### config.mk
export PLATFORM = sky130hd
export DESIGN_NAME = sbd_data_path
export DESIGN_NICKNAME = d
export VERILOG_FILES = /design/src/sbd_pkg.sv /design/src/sbd_rate_gen.sv /design/src/sbd_data_path.sv
export SDC_FILE = /design/constraint.sdc
export NUM_CORES = 1
export LEC_CHECK = 0
export ABC_AREA = 1
export BUFFER_PORTS_ARGS = -buffer_cell sky130_fd_sc_hd__buf_2
export CORE_MARGIN = 2
export CORE_UTILIZATION = 60
export DETAILED_ROUTE_END_ITERATION = 8
export PLACE_DENSITY = 0.82
export SETUP_SLACK_MARGIN = 0.4
export SLEW_MARGIN = 10
export SYNTH_ARGS = -nofsm -noshare
export SYNTH_HDL_FRONTEND = slang
export SYNTH_SLANG_ARGS = --single-unit
### constraint.sdc
create_clock -name ref_clk -period 3.3 [get_ports ref_clk]
set_clock_uncertainty 0.1 [all_clocks]
set_input_delay 0.99 -clock ref_clk [delete_from_list [all_inputs] [get_ports ref_clk]]
set_output_delay 0.99 -clock ref_clk [all_outputs]
set_load 0.005 [all_outputs]
### src/sbd_pkg.sv
package sbd_pkg;
  localparam int ADDR_W = 3;
  localparam logic [2:0] OFS_DATA = 3'h1;
  localparam logic [2:0] OFS_RATE = 3'h2;
  localparam logic [2:0] OFS_ERPR = 3'h6;
  localparam logic [2:0] OFS_ETPR = 3'h7;
  localparam logic [2:0] OFS_STAT = 3'h0;
  localparam int SCP_LSB = 6;
  localparam int SCT_LSB = 3;
  localparam int SCR_LSB = 0;
  localparam int STAT_TXRDY = 0;
  localparam int STAT_RXVAL = 1;
  localparam logic [7:0] RATE_RST = 8'h00;
  localparam logic [7:0] EXT_RST = 8'h00;
  localparam logic [7:0] DATA_RST = 8'h00;
  localparam int FIXED_DIV = 16;
  localparam int CLK_HZ = 25000000;
endpackage

### src/sbd_rate_gen.sv
`timescale 1ns/1ps
module sbd_rate_gen
  import sbd_pkg::*;
(
  input  wire logic       ref_clk,
  input  wire logic       arst_n,
  input  wire logic [1:0] prescale_code,
  input  wire logic [2:0] divisor_code,
  input  wire logic [7:0] ext_value,
  output logic            rate_tick
);
  // chain: fixed /16, then prescaler, then power-of-two divisor or extended value
  logic [3:0]  fix_reg;
  logic [3:0]  pre_reg;
  logic [7:0]  div_reg;
  logic        fix_tick;
  logic        pre_tick;
  logic [3:0]  pre_max;
  logic [7:0]  div_max;

  always_comb begin
    case (prescale_code)
      2'h0:    pre_max = 4'h0;
      2'h1:    pre_max = 4'h2;
      2'h2:    pre_max = 4'h3;
      default: pre_max = 4'hC;
    endcase
  end
  // nonzero extended value replaces the divisor stage
  assign div_max = (ext_value != 8'h00) ? ext_value - 8'h01
                                        : 8'((9'h001 << divisor_code) - 9'h001);
  assign fix_tick = (fix_reg == 4'(FIXED_DIV - 1));
  assign pre_tick = fix_tick && (pre_reg >= pre_max);

  always_ff @(posedge ref_clk or negedge arst_n) begin
    if (!arst_n) begin
      fix_reg <= 4'h0;
    end else begin
      fix_reg <= fix_reg + 4'h1;
    end
  end

  always_ff @(posedge ref_clk or negedge arst_n) begin
    if (!arst_n) begin
      pre_reg <= 4'h0;
    end else if (fix_tick) begin
      pre_reg <= pre_tick ? 4'h0 : pre_reg + 4'h1;
    end
  end

  always_ff @(posedge ref_clk or negedge arst_n) begin
    if (!arst_n) begin
      div_reg   <= 8'h00;
      rate_tick <= 1'b0;
    end else begin
      rate_tick <= pre_tick && (div_reg >= div_max);
      if (pre_tick) begin
        div_reg <= (div_reg >= div_max) ? 8'h00 : div_reg + 8'h01;
      end
    end
  end
endmodule

### src/sbd_data_path.sv
// The placing of the registers and the plain strobed port were left to the implementer.
`timescale 1ns/1ps
// Functional notes
// - one data address: write fills transmit buffer, read gives receive buffer
// - transmit buffer hands whole byte to shifter; receive buffer loads whole byte
// - transmit divisor code bits 5:3 divide by two to the power of code
// - receive divisor code bits 2:0 divide independently, same power-of-two coding
// - nonzero receive extended value divides the prescaler output by that value
// - nonzero transmit extended value divides the prescaler output by that value
// - after reset extended rate generator is off; conventional path only
module sbd_data_path
  import sbd_pkg::*;
#(
  parameter int DATA_W = 8
)(
  input  wire logic              ref_clk,
  input  wire logic              arst_n,
  input  wire logic [ADDR_W-1:0] reg_addr,
  input  wire logic [7:0]        reg_wdata,
  input  wire logic              reg_wr,
  input  wire logic              reg_rd,
  output logic [7:0]             reg_rdata,
  output logic [DATA_W-1:0]      tx_shift_data,
  output logic                   tx_shift_valid,
  input  wire logic              tx_shift_ready,
  input  wire logic [DATA_W-1:0] rx_shift_data,
  input  wire logic              rx_shift_valid,
  output logic                   rx_shift_ready,
  output logic                   tx_rate_tick,
  output logic                   rx_rate_tick
);
  logic [7:0]        rate_reg;
  logic [7:0]        erpr_reg;
  logic [7:0]        etpr_reg;
  logic [DATA_W-1:0] txb_reg [2];
  logic [1:0]        txb_cnt_reg;
  logic              txb_rd_reg;
  logic [DATA_W-1:0] rxb_reg [2];
  logic [1:0]        rxb_cnt_reg;
  logic              rxb_rd_reg;
  logic              tx_push;
  logic              tx_pop;
  logic              rx_push;
  logic              rx_pop;
  logic              sel_data;

  function automatic logic hit(input logic [ADDR_W-1:0] a, input logic [ADDR_W-1:0] o);
    return a == o;
  endfunction

  assign sel_data = hit(reg_addr, OFS_DATA);
  // two-entry buffer: a full transmit buffer drops further writes, visible in status
  assign tx_push = reg_wr && sel_data && (txb_cnt_reg != 2'h2);
  assign tx_pop  = tx_shift_valid && tx_shift_ready;
  assign tx_shift_valid = (txb_cnt_reg != 2'h0);
  assign tx_shift_data  = txb_reg[txb_rd_reg];
  assign rx_shift_ready = (rxb_cnt_reg != 2'h2);
  assign rx_push = rx_shift_valid && rx_shift_ready;
  assign rx_pop  = reg_rd && sel_data && (rxb_cnt_reg != 2'h0);

  always_ff @(posedge ref_clk or negedge arst_n) begin
    if (!arst_n) begin
      rate_reg <= RATE_RST;
      erpr_reg <= EXT_RST;
      etpr_reg <= EXT_RST;
    end else if (reg_wr) begin
      if (hit(reg_addr, OFS_RATE)) begin
        rate_reg <= reg_wdata;
      end
      if (hit(reg_addr, OFS_ERPR)) begin
        erpr_reg <= reg_wdata;
      end
      if (hit(reg_addr, OFS_ETPR)) begin
        etpr_reg <= reg_wdata;
      end
    end
  end

  always_ff @(posedge ref_clk or negedge arst_n) begin
    if (!arst_n) begin
      txb_reg[0]  <= '0;
      txb_reg[1]  <= '0;
      txb_cnt_reg <= 2'h0;
      txb_rd_reg  <= 1'b0;
    end else begin
      if (tx_push) begin
        txb_reg[txb_rd_reg ^ txb_cnt_reg[0]] <= reg_wdata[DATA_W-1:0];
      end
      if (tx_pop) begin
        txb_rd_reg <= ~txb_rd_reg;
      end
      txb_cnt_reg <= txb_cnt_reg + {1'b0, tx_push} - {1'b0, tx_pop};
    end
  end

  always_ff @(posedge ref_clk or negedge arst_n) begin
    if (!arst_n) begin
      rxb_reg[0]  <= '0;
      rxb_reg[1]  <= '0;
      rxb_cnt_reg <= 2'h0;
      rxb_rd_reg  <= 1'b0;
    end else begin
      if (rx_push) begin
        rxb_reg[rxb_rd_reg ^ rxb_cnt_reg[0]] <= rx_shift_data;
      end
      if (rx_pop) begin
        rxb_rd_reg <= ~rxb_rd_reg;
      end
      rxb_cnt_reg <= rxb_cnt_reg + {1'b0, rx_push} - {1'b0, rx_pop};
    end
  end

  // read data valid only in the cycle after the strobe
  always_ff @(posedge ref_clk or negedge arst_n) begin
    if (!arst_n) begin
      reg_rdata <= DATA_RST;
    end else if (reg_rd) begin
      case (reg_addr)
        OFS_DATA: reg_rdata <= 8'(rxb_reg[rxb_rd_reg]);
        OFS_RATE: reg_rdata <= rate_reg;
        OFS_ERPR: reg_rdata <= erpr_reg;
        OFS_ETPR: reg_rdata <= etpr_reg;
        OFS_STAT: reg_rdata <= 8'((2'(rxb_cnt_reg != 2'h0) << STAT_RXVAL)
                                  | (2'(txb_cnt_reg != 2'h2) << STAT_TXRDY));
        default:  reg_rdata <= 8'h00;
      endcase
    end else begin
      reg_rdata <= 8'h00;
    end
  end

  sbd_rate_gen u_tx_rate (
    .ref_clk       (ref_clk),
    .arst_n        (arst_n),
    .prescale_code (rate_reg[SCP_LSB +: 2]),
    .divisor_code  (rate_reg[SCT_LSB +: 3]),
    .ext_value     (etpr_reg),
    .rate_tick     (tx_rate_tick)
  );

  sbd_rate_gen u_rx_rate (
    .ref_clk       (ref_clk),
    .arst_n        (arst_n),
    .prescale_code (rate_reg[SCP_LSB +: 2]),
    .divisor_code  (rate_reg[SCR_LSB +: 3]),
    .ext_value     (erpr_reg),
    .rate_tick     (rx_rate_tick)
  );

  a_tx_push_store: assert property (@(posedge ref_clk) disable iff (!arst_n)
    tx_push && txb_cnt_reg == 2'h0 |=> tx_shift_valid && tx_shift_data == $past(reg_wdata))
    else $error("written byte not presented to shifter");
  a_rx_read_back: assert property (@(posedge ref_clk) disable iff (!arst_n)
    reg_rd && sel_data && rxb_cnt_reg != 2'h0 |=> reg_rdata == 8'($past(rxb_reg[rxb_rd_reg])))
    else $error("data read does not return receive buffer");
  a_rx_full_stall: assert property (@(posedge ref_clk) disable iff (!arst_n)
    rxb_cnt_reg == 2'h2 |-> !rx_shift_ready)
    else $error("receive buffer accepts while full");
  a_rx_load_count: assert property (@(posedge ref_clk) disable iff (!arst_n)
    rx_push && !rx_pop |=> rxb_cnt_reg == $past(rxb_cnt_reg) + 2'h1)
    else $error("receive load lost");
  // cycles since last tick; a counter, since a 16-cycle repetition is too long to unroll
  logic [7:0] tx_gap_reg;
  logic [7:0] rx_gap_reg;
  logic       tx_armed_reg;
  logic       rx_armed_reg;

  always_ff @(posedge ref_clk or negedge arst_n) begin
    if (!arst_n) begin
      tx_gap_reg   <= 8'h00;
      tx_armed_reg <= 1'b0;
    end else begin
      tx_gap_reg   <= tx_rate_tick ? 8'h00
                    : (tx_gap_reg == 8'hFF) ? tx_gap_reg : tx_gap_reg + 8'h01;
      tx_armed_reg <= (rate_reg == 8'h00) && (etpr_reg == 8'h00)
                      && (tx_armed_reg || tx_rate_tick);
    end
  end

  always_ff @(posedge ref_clk or negedge arst_n) begin
    if (!arst_n) begin
      rx_gap_reg   <= 8'h00;
      rx_armed_reg <= 1'b0;
    end else begin
      rx_gap_reg   <= rx_rate_tick ? 8'h00
                    : (rx_gap_reg == 8'hFF) ? rx_gap_reg : rx_gap_reg + 8'h01;
      rx_armed_reg <= (rate_reg == 8'h00) && (erpr_reg == 8'h00)
                      && (rx_armed_reg || rx_rate_tick);
    end
  end

  a_tx_fastest: assert property (@(posedge ref_clk) disable iff (!arst_n)
    tx_armed_reg && rate_reg == 8'h00 && etpr_reg == 8'h00
    |-> tx_rate_tick == (tx_gap_reg == 8'h0F))
    else $error("transmit rate not clock over 16");
  a_rx_fastest: assert property (@(posedge ref_clk) disable iff (!arst_n)
    rx_armed_reg && rate_reg == 8'h00 && erpr_reg == 8'h00
    |-> rx_rate_tick == (rx_gap_reg == 8'h0F))
    else $error("receive rate not clock over 16");
  a_rx_ext_slow: assert property (@(posedge ref_clk) disable iff (!arst_n)
    erpr_reg == 8'h02 && $stable(erpr_reg) && $stable(rate_reg) && rx_rate_tick
    && rate_reg[7:6] == 2'h0 |=> !rx_rate_tick [*8])
    else $error("receive extended divide too fast");
  a_tx_ext_slow: assert property (@(posedge ref_clk) disable iff (!arst_n)
    etpr_reg == 8'h02 && $stable(etpr_reg) && $stable(rate_reg) && tx_rate_tick
    && rate_reg[7:6] == 2'h0 |=> !tx_rate_tick [*8])
    else $error("transmit extended divide too fast");
  a_ext_reset_off: assert property (@(posedge ref_clk) disable iff (!arst_n)
    $rose(arst_n) |-> erpr_reg == 8'h00 && etpr_reg == 8'h00)
    else $error("extended prescalers active after reset");
  a_rate_pair: assert property (@(posedge ref_clk) disable iff (!arst_n)
    rate_reg[5:3] == rate_reg[2:0] && erpr_reg == etpr_reg && $stable(rate_reg)
    && $stable(erpr_reg) && $stable(etpr_reg) && tx_rate_tick |-> rx_rate_tick
    || $past(rate_reg) != rate_reg)
    else $error("equal settings give unequal rates");

  c_tx_full:  cover property (@(posedge ref_clk) txb_cnt_reg == 2'h2);
  c_rx_full:  cover property (@(posedge ref_clk) rxb_cnt_reg == 2'h2);
  c_rx_read:  cover property (@(posedge ref_clk) rx_pop);
  c_ext_tick: cover property (@(posedge ref_clk) erpr_reg != 8'h00 && rx_rate_tick);
endmodule

# == Word-level counts from Yosys, hierarchy flattened ==
# Index checks and enable logic that the tools add are counted.
# classes
order_cmp,10
n_reduce_logical,21
bitwise_logic,9
eq_ne,10
add_sub_neg,14
n_mux,21
n_shift,2
# ops
op,count
two-way mux 8 bit,13
one-hot mux 8 bit (5 select lines),1
bitwise mux 16 bit,2
"subtractor 8 x 1 -> 8 bit, second input constant",4
"adder 4 x 1 -> 4 bit, second input constant",4
"adder 8 x 1 -> 8 bit, second input constant",2
demux 8 bit (select 1 bit),2
>= comparator 8 bit,2
nonzero test 8 bit,2
"<< shifter 1 x 3 -> 8 bit, first input constant",2
logical AND 1 bit,12
one-hot mux 4 bit (3 select lines),1
"equality test 4 bit, second input constant",2
">= comparator 2 bit, second input constant",4
>= comparator 4 bit,2
two-way mux 4 bit,2
inverter 1 -> 2 bit,4
"equality test 3 bit, second input constant",2
AND reduction 2 bit,3
adder 2 x 1 -> 2 bit,2
"less-than comparator 2 x 1 -> 1 bit, second input constant",2
"!= test 2 bit, second input constant",2
nonzero test 2 bit,2
subtractor 2 x 1 -> 2 bit,2
other kinds (9),11
# word_totals
output_inout_bits,20
word_cells,107
input_bits,25
reg_bits,104

# == Depth between registers and ports, before layout ==
# Gate-level depths: netlist (run 1).
# logic_depth
depth_word,7
mapped_depth,19

# == Modules after synthesis ==
# Synthesis (run 1) repeated with hierarchy kept, for this count alone.
# hier_totals
cells_unflattened,764
hier_area_um2,6259.8
# by_module_without_submodules
mod,cells_each,seq_area_each_um2,instances,area_per_inst_um2
sbd_data_path,377,1751.7,1,3316.9
sbd_rate_gen at u_rx_rate,194,425.4,1,1475.2
sbd_rate_gen at u_tx_rate,193,425.4,1,1467.7

# == Worst setup path after synthesis (run 1) ==
# Ideal clock, no wire load.
# synth_timing
kind,register to register
from,register erpr_reg[7]
to,register u_rx_rate.div_reg[2]
stages_incl_launch_ff,17
path_buffers,0
slack_ns,0.741
period_less_slack_ns,2.559
arrival_time_ns,2.334
path_cell_list,dfrtp_1 nor2_1 nand2_1 nor2_2 nand2_1 nand2_1 ha_1 inv_1 nor2_1 nand3_1 nand2_1 nand2_1 ha_1 nand2_1 o21a_1 a21oi_1 nor2_1
# synth_via
elab_chain_cells,4
word_cells_on_any_way,5
classes_between,add/sub (1); order compare (1); mux (2); reduce/logical (1)
# synth_rtl
element,line_no,source
"start, declared",sbd_data_path.sv:33,logic [7:0] erpr_reg;
"start signal, assigned",sbd_data_path.sv:71,erpr_reg <= reg_wdata;
subtractor 8 x 1 -> 8 bit or nonzero test 8 bit (tied branches),sbd_rate_gen.sv:30,assign div_max = (ext_value != 8'h00) ? ext_value - 8'h01
two-way mux 8 bit (*),sbd_rate_gen.sv:30,
>= comparator 8 bit (*),sbd_rate_gen.sv:58,div_reg <= (div_reg >= div_max) ? 8'h00 : div_reg + 8'h01;
two-way mux 8 bit (*),sbd_rate_gen.sv:58,
"end signal, assigned",sbd_rate_gen.sv:58,
"end, declared",sbd_rate_gen.sv:15,logic [7:0] div_reg;
# Every way passes the cells marked *; elsewhere a longest branch is shown, timed or not.
# A chain may end at the register's enable or synchronous reset.

# == Final worst setup path (run 1) ==
# layout_timing
from,register erpr_reg[2]
to,register u_rx_rate.div_reg[2]
# Same word-level chain as after synthesis.

==> results of run 1 <==
cell usage after synthesis:
cell type | n | area (sq um)
nor2_2 | 2 | 12.51
or2_2 | 2 | 12.51
clkinv_1 | 2 | 7.510
nand3_2 | 1 | 10.01
ha_1 | 38 | 475.5
nor2_1 | 43 | 161.4
nand2_1 | 218 | 818.3
a41o_1 | 1 | 10.01
buf_4 | 1 | 7.510
o22ai_1 | 5 | 31.28
clkinv_2 | 1 | 5.000
o21a_1 | 2 | 15.01
a31oi_1 | 2 | 12.51
o41ai_1 | 1 | 8.760
a21oi_1 | 29 | 145.1
nand3_4 | 1 | 17.52
inv_1 | 90 | 337.8
dfrtp_1 | 104 | 2603
buf_2 | 10 | 50.05
o21ai_2 | 8 | 70.07
a211oi_1 | 5 | 37.54
clkbuf_1 | 4 | 15.01
nor3_1 | 15 | 75.07
a21boi_0 | 2 | 15.01
buf_6 | 3 | 33.78
xnor2_1 | 10 | 87.58
o21bai_1 | 4 | 30.03
or2_1 | 2 | 12.51
nand4_1 | 9 | 56.30
inv_2 | 4 | 15.01
nand3_1 | 38 | 190.2
o21ai_0 | 67 | 335.3
nand2_2 | 2 | 12.51
xor2_1 | 17 | 148.9
power by group:
part | switching (mW) | internal, mW
Clock | 0.489 | 0.291
Combinational | 0.951 | 0.619
Sequential | 0.278 | 1.61
cell families (layout without fill, tap and decap cells):
logic type,Yosys count,after routing,share of synthesized area
adder cells (fa/ha/maj),38,38,0.08092
AND/OR/NAND/NOR,333,333,0.2347
buffers and inverters,115,168,0.08028
AO/OA/AOI/OAI,126,126,0.1210
XOR/XNOR,27,27,0.04025
flip-flops,104,104,0.4429
layout make-up:
type,instances,share of cell area
clock buffers,9,0.01909
clock inverters,7,0.009832
inverters,97,0.05629
multi-input cells,524,0.4394
flip-flops and latches,104,0.4012
well taps,133,0.02564
repair buffers,55,0.04858
layout by cell type, fill, tap and decap left out, types with 3 or more instances in the layout:
cell,n
a211oi_1,5
a21oi_1,25
a21oi_2,3
buf_2,43
buf_4,10
clkbuf_8,9
dfrtp_1,103
ha_1,38
inv_1,90
inv_2,4
inv_8,3
nand2_1,215
nand2_2,5
nand3_1,38
nand4_1,9
nor2_1,42
nor2_4,3
nor3_1,15
o21ai_0,67
o21ai_2,8
o21bai_1,4
o22ai_1,5
xnor2_1,10
xor2_1,17
repair_timing:
action / CTS / global route
setup endpoints to repair: 3 / 18
hold buffers: 0 / 0
hold endpoints to repair: 0 / 0
gates resized for setup: 3 / 12
pin swaps: 0 / 5
buffers inserted: 0 / 8
worst max-delay path: stages (launching register included):
cell and delay, ns:
dfrtp_1 0.44, nor2_1 0.14, nand2_1 0.13, nor2_4 0.21, nand2_1 0.08, nand2_1 0.11, ha_1 0.15, inv_1 0.08
nor2_4 0.14, nand3_1 0.11, nand2_1 0.09, nand2_1 0.05, ha_1 0.26, nand2_1 0.06, nor2_1 0.16, nand2_2 0.14
a21oi_4 0.20, nor2_1 0.08
routing by layer:
layer / GRT usage / up-vias
li1: - / 2499
met1: 0.3413 / 2437
met2: 0.4491 / 187
met3: 0.06915 / 46
met4: 0.1032 / 0
met5: 0 / -
path summary, 6_finish.rpt:
kind,slack (ns),endpoint,cells after the start,from
setup / recovery,0.43,u_rx_rate.div_reg[2]$_DFFE_PN0P_,17,erpr_reg[2]$_DFFE_PN0P_
hold / removal,0.35,u_tx_rate.fix_reg[0]$_DFF_PN0_,1,u_tx_rate.fix_reg[0]$_DFF_PN0_
setup reg to reg,0.43,u_rx_rate.div_reg[2]$_DFFE_PN0P_,17,erpr_reg[2]$_DFFE_PN0P_
hold reg to reg,0.35,u_tx_rate.fix_reg[0]$_DFF_PN0_,1,u_tx_rate.fix_reg[0]$_DFF_PN0_
max in group asynchronous,1.91,rate_reg[3]$_DFFE_PN0P_,2,arst_n
min in group asynchronous,0.46,u_rx_rate.div_reg[4]$_DFFE_PN0P_,1,arst_n
==> impl_metrics.toml, run 1 <==
[finish]
drive_gt1_frac = 0.1294
layout.cells.non_filler = 929
antenna_cells = 0
layout.area.seq_sq_mm = 0.002604
num-nets-final = 854
nFillCells = 801
fin_util = 0.6733
multi_input_area_sq_mm = 0.002851
area_growth_pct = 10.46
finalInstanceArea_sq_mm = 0.006490

[floorplan]
fp-row-count = 36
core_area_sq_mm = 0.009639
boundaryPins = 45
dieWidth_um = 103.0
die_h_um = 103.0
dieArea_sq_mm = 0.01060
start_util = 0.6096

[placement]
portBuffers = 44
hpwl_mm = 9.535
dp_slack_ns = 0.4143
place_congestion = 0.9740
dp_cells = 905
place_area_sq_mm = 0.006193

[worst_setup_path]
arrival_ns = 3.05
cp-start-kind = "register"
cp_max_fo = 7
cp.required_ns = 3.48
criticalPathCategory = "register to register"
cp-end-kind = "register"

[global_route]
grt-ovfl-total = 0
grt_first_pass_wirelength_mm = 22.51
grt_max_degree = 67
grt.total_usage = 0.2703
grt_pass1_vias = 5006
antenna_found_initial = 0

[detailed_routing]
wl_met1_mm = 5.458
num_vias = 5169
dr_wl_met2_mm = 6.508
first_pass_iters = 6
top_layer = "met4"
ant_nets = 0
remaining_drc_errors = 0
wl_per_cell_um = 14.22
first_iter_violations = 383
viasPerCell = 5.564
drt_wl_total_mm = 13.21
dr_wl_met3_um = 830

[cts]
clock_latency_ns = 0.40
cts-root-buf = "clkbuf_8"
cts_sinks = 104
clock_path_buffers = 2
cts_tree = "built"
numCtsBuffers = 9
cts.htree.levels = 3
clk_pin_slew_ns = 0.12

[sta]
fmax_ghz = 0.3485
hold_ws_ns = 0.3526
grt_setup_unrepaired = "yes"
fin_crit_sh = 0.8695
setup_violations = 0
setup_ws_ns = 0.4307
relSlewSlack = 0.4992
final_hold_viol_count = 0
maxSlewViolCount = 0
setup_tns_ns = 0
tightest_slew_ns = 0.7512
fin_crit_ns = 2.869

[pwr]
power_mw = 4.240
peakVddDrop_mv = 0.6007
power_density_mw_per_mm2 = 653.3
power_leakage_nw = 3.473

[yosys]
syn_inst = 743
yosysWarningCount = 0
synth.distinct_cells = 34
netlist_area_sq_mm = 0.005876
synth.avg_cell_area_sq_um = 7.908
synth_nets = 806
ys_ff_latch = 104
seq_area_frac_synth = 0.4429

[hold_path]
hold_class = "register to register"

[outcome]
status = "finished clean"

[flow_run]
maxCapViolCount = 0
(Power assumes the default switching activity.)
==> run 2: changes to the inputs <==
==> constraint.sdc (replaced) <==
create_clock -name ref_clk -period 3.3 [get_ports ref_clk]
set_clock_uncertainty 0.1 [all_clocks]
set_input_delay 0.165 -clock ref_clk [delete_from_list [all_inputs] [get_ports ref_clk]]
set_output_delay 0.165 -clock ref_clk [all_outputs]
set_load 0.005 [all_outputs]
==> run 2 against run 1 <==
Compared with the run above:
- clock-buffer cell count is the same
- critical path type unchanged
- fmax grew 8.1%
- sequential cell count is the same
- final cell count grew 0.86%
==> impl_metrics.toml, run 2 (synthesis results as in run 1) <==
[hold_path]
hold_class = "input pin to register"
hold_path_depth = 3
hp-start = "reg_wdata[4]"
hold_end = "txb_reg[4]$_DFFE_PN0P_"

[global_route]
grt_first_pass_wirelength_mm = 21.95
grt_pass1_vias = 4904
grt.total_usage = 0.2657
grt-ovfl-total = 0
grt_max_degree = 69
antenna_found_initial = 0

[sta]
final_hold_viol_count = 0
grt_setup_unrepaired = "no"
setup_violations = 0
relSlewSlack = 0.4171
maxSlewViolCount = 0
tightest_slew_ns = 0.8743
fin_crit_ns = 2.653
fin_crit_sh = 0.8041
setup_tns_ns = 0
setup_ws_ns = 0.6466
fmax_ghz = 0.3769

[cts]
clock_path_buffers = 2
clock_latency_ns = 0.40
clk_pin_slew_ns = 0.11
numCtsBuffers = 9
cts.htree.levels = 3
cts-root-buf = "clkbuf_8"
cts_tree = "built"
cts_sinks = 104

[worst_setup_path]
reg2regPathDepth = 14
cp-startpoint = "etpr_reg[2]$_DFFE_PN0P_"
cp-end-kind = "register"
reg2reg_to = "u_tx_rate.div_reg[6]$_DFFE_PN0P_"
r2r_slack_ns = 0.65
cp-start-kind = "register"
cp_max_fo = 6
arrival_ns = 2.86
rr_startpoint = "etpr_reg[2]$_DFFE_PN0P_"
cp.required_ns = 3.50
criticalPathCategory = "register to register"

[floorplan]
boundaryPins = 45
core_area_sq_mm = 0.009639
fp-row-count = 36
dieWidth_um = 103.0
die_h_um = 103.0
dieArea_sq_mm = 0.01060
start_util = 0.6096

[placement]
dp_slack_ns = 0.4156
hpwl_mm = 9.470
place_area_sq_mm = 0.006173
portBuffers = 44
dp_cells = 904
place_congestion = 0.9830

[finish]
layout_common_cells = "nand2_1, dfrtp_1, inv_1"
final_common_cell = "nand2_1"
antenna_cells = 0
num-nets-final = 863
layout.cells.non_filler = 937
fin_util = 0.6812
area_growth_pct = 11.75
drive_gt1_frac = 0.1206
finalInstanceArea_sq_mm = 0.006566

[detailed_routing]
drt_wl_total_mm = 12.97
ant_nets = 0
num_vias = 5038
viasPerCell = 5.377
first_pass_iters = 5
first_iter_violations = 320
remaining_drc_errors = 0
wl_per_cell_um = 13.84

[pwr]
power_density_mw_per_mm2 = 639.7
power_leakage_nw = 3.505
peakVddDrop_mv = 0.5704

[flow_run]
maxCapViolCount = 0

[outcome]
status = "finished clean"
## run 2: worst max-delay path by stage
stage | end | slack, ns
after floorplan | u_rx_rate.div_reg[2]$_DFFE_PN0P_ | 0.74
after global placement | u_rx_rate.div_reg[2]$_DFFE_PN0P_ | 0.55
after detailed placement | u_rx_rate.div_reg[3]$_DFFE_PN0P_ | 0.42
after CTS | u_rx_rate.div_reg[3]$_DFFE_PN0P_ | 0.42
after global routing | u_rx_rate.div_reg[3]$_DFFE_PN0P_ | 0.35
final | u_tx_rate.div_reg[6]$_DFFE_PN0P_ | 0.65
## run 2: metal layers
layer	GRT usage	vias to the layer above	share of wire
li1	-	2501	-
met1	0.3354	2370	0.42
met2	0.4525	144	0.51
met3	0.06102	23	0.051
met4	0.08907	0	0.021
met5	0	-	0
## run 2: cell type report
type                            count  area, sq um
Tap cell                          133        166.4
Timing Repair Buffer               64        405.4
Clock inverter                      6        52.55
Sequential cell                   104         2605
Fill cell                         789         3073
Clock buffer                        9        123.9
Multi-Input combinational cell    524         2848
Inverter                           97        365.4
## run 2: power breakdown
part           internal, mW  leakage (nW)  switching (mW)
Clock                 0.282        0.0842           0.482
Combinational         0.613          2.08           0.917
Sequential             1.61          1.34           0.294
## run 2: metrics by stage
stage,hold slack (ns),power (mW)
6_report,0.01315,4.201
3_5_place_dp,0.2380,3.396
3_3_place_gp,0.2216,3.287
5_1_grt,0.01759,4.550
4_1_cts,0.006153,4.174
2_1_floorplan,-0.2306,2.972
## run 2: repair_timing
item | CTS | global route
endpoints found under the setup margin | 1 | 18
hold buffers | 12 | 0
resized for setup | 1 | 14
gates cloned | 0 | 0
endpoints found under the hold margin | 85 | 0
pin swaps | 0 | 3
setup buffers | 0 | 6
## run 2: critical path, stage by stage, from the launching register on
cell and delay, ns:
dfrtp_1 0.44, nor2_1 0.11, nand2_1 0.11, nor2_4 0.19
clkbuf_2 0.18, nand2_1 0.06, nand2_1 0.12, nor2_1 0.09
nand3_1 0.09, nand2_1 0.06, ha_1 0.29, a21oi_1 0.16
o21a_1 0.27, nand3_1 0.10, o21ai_0 0.19
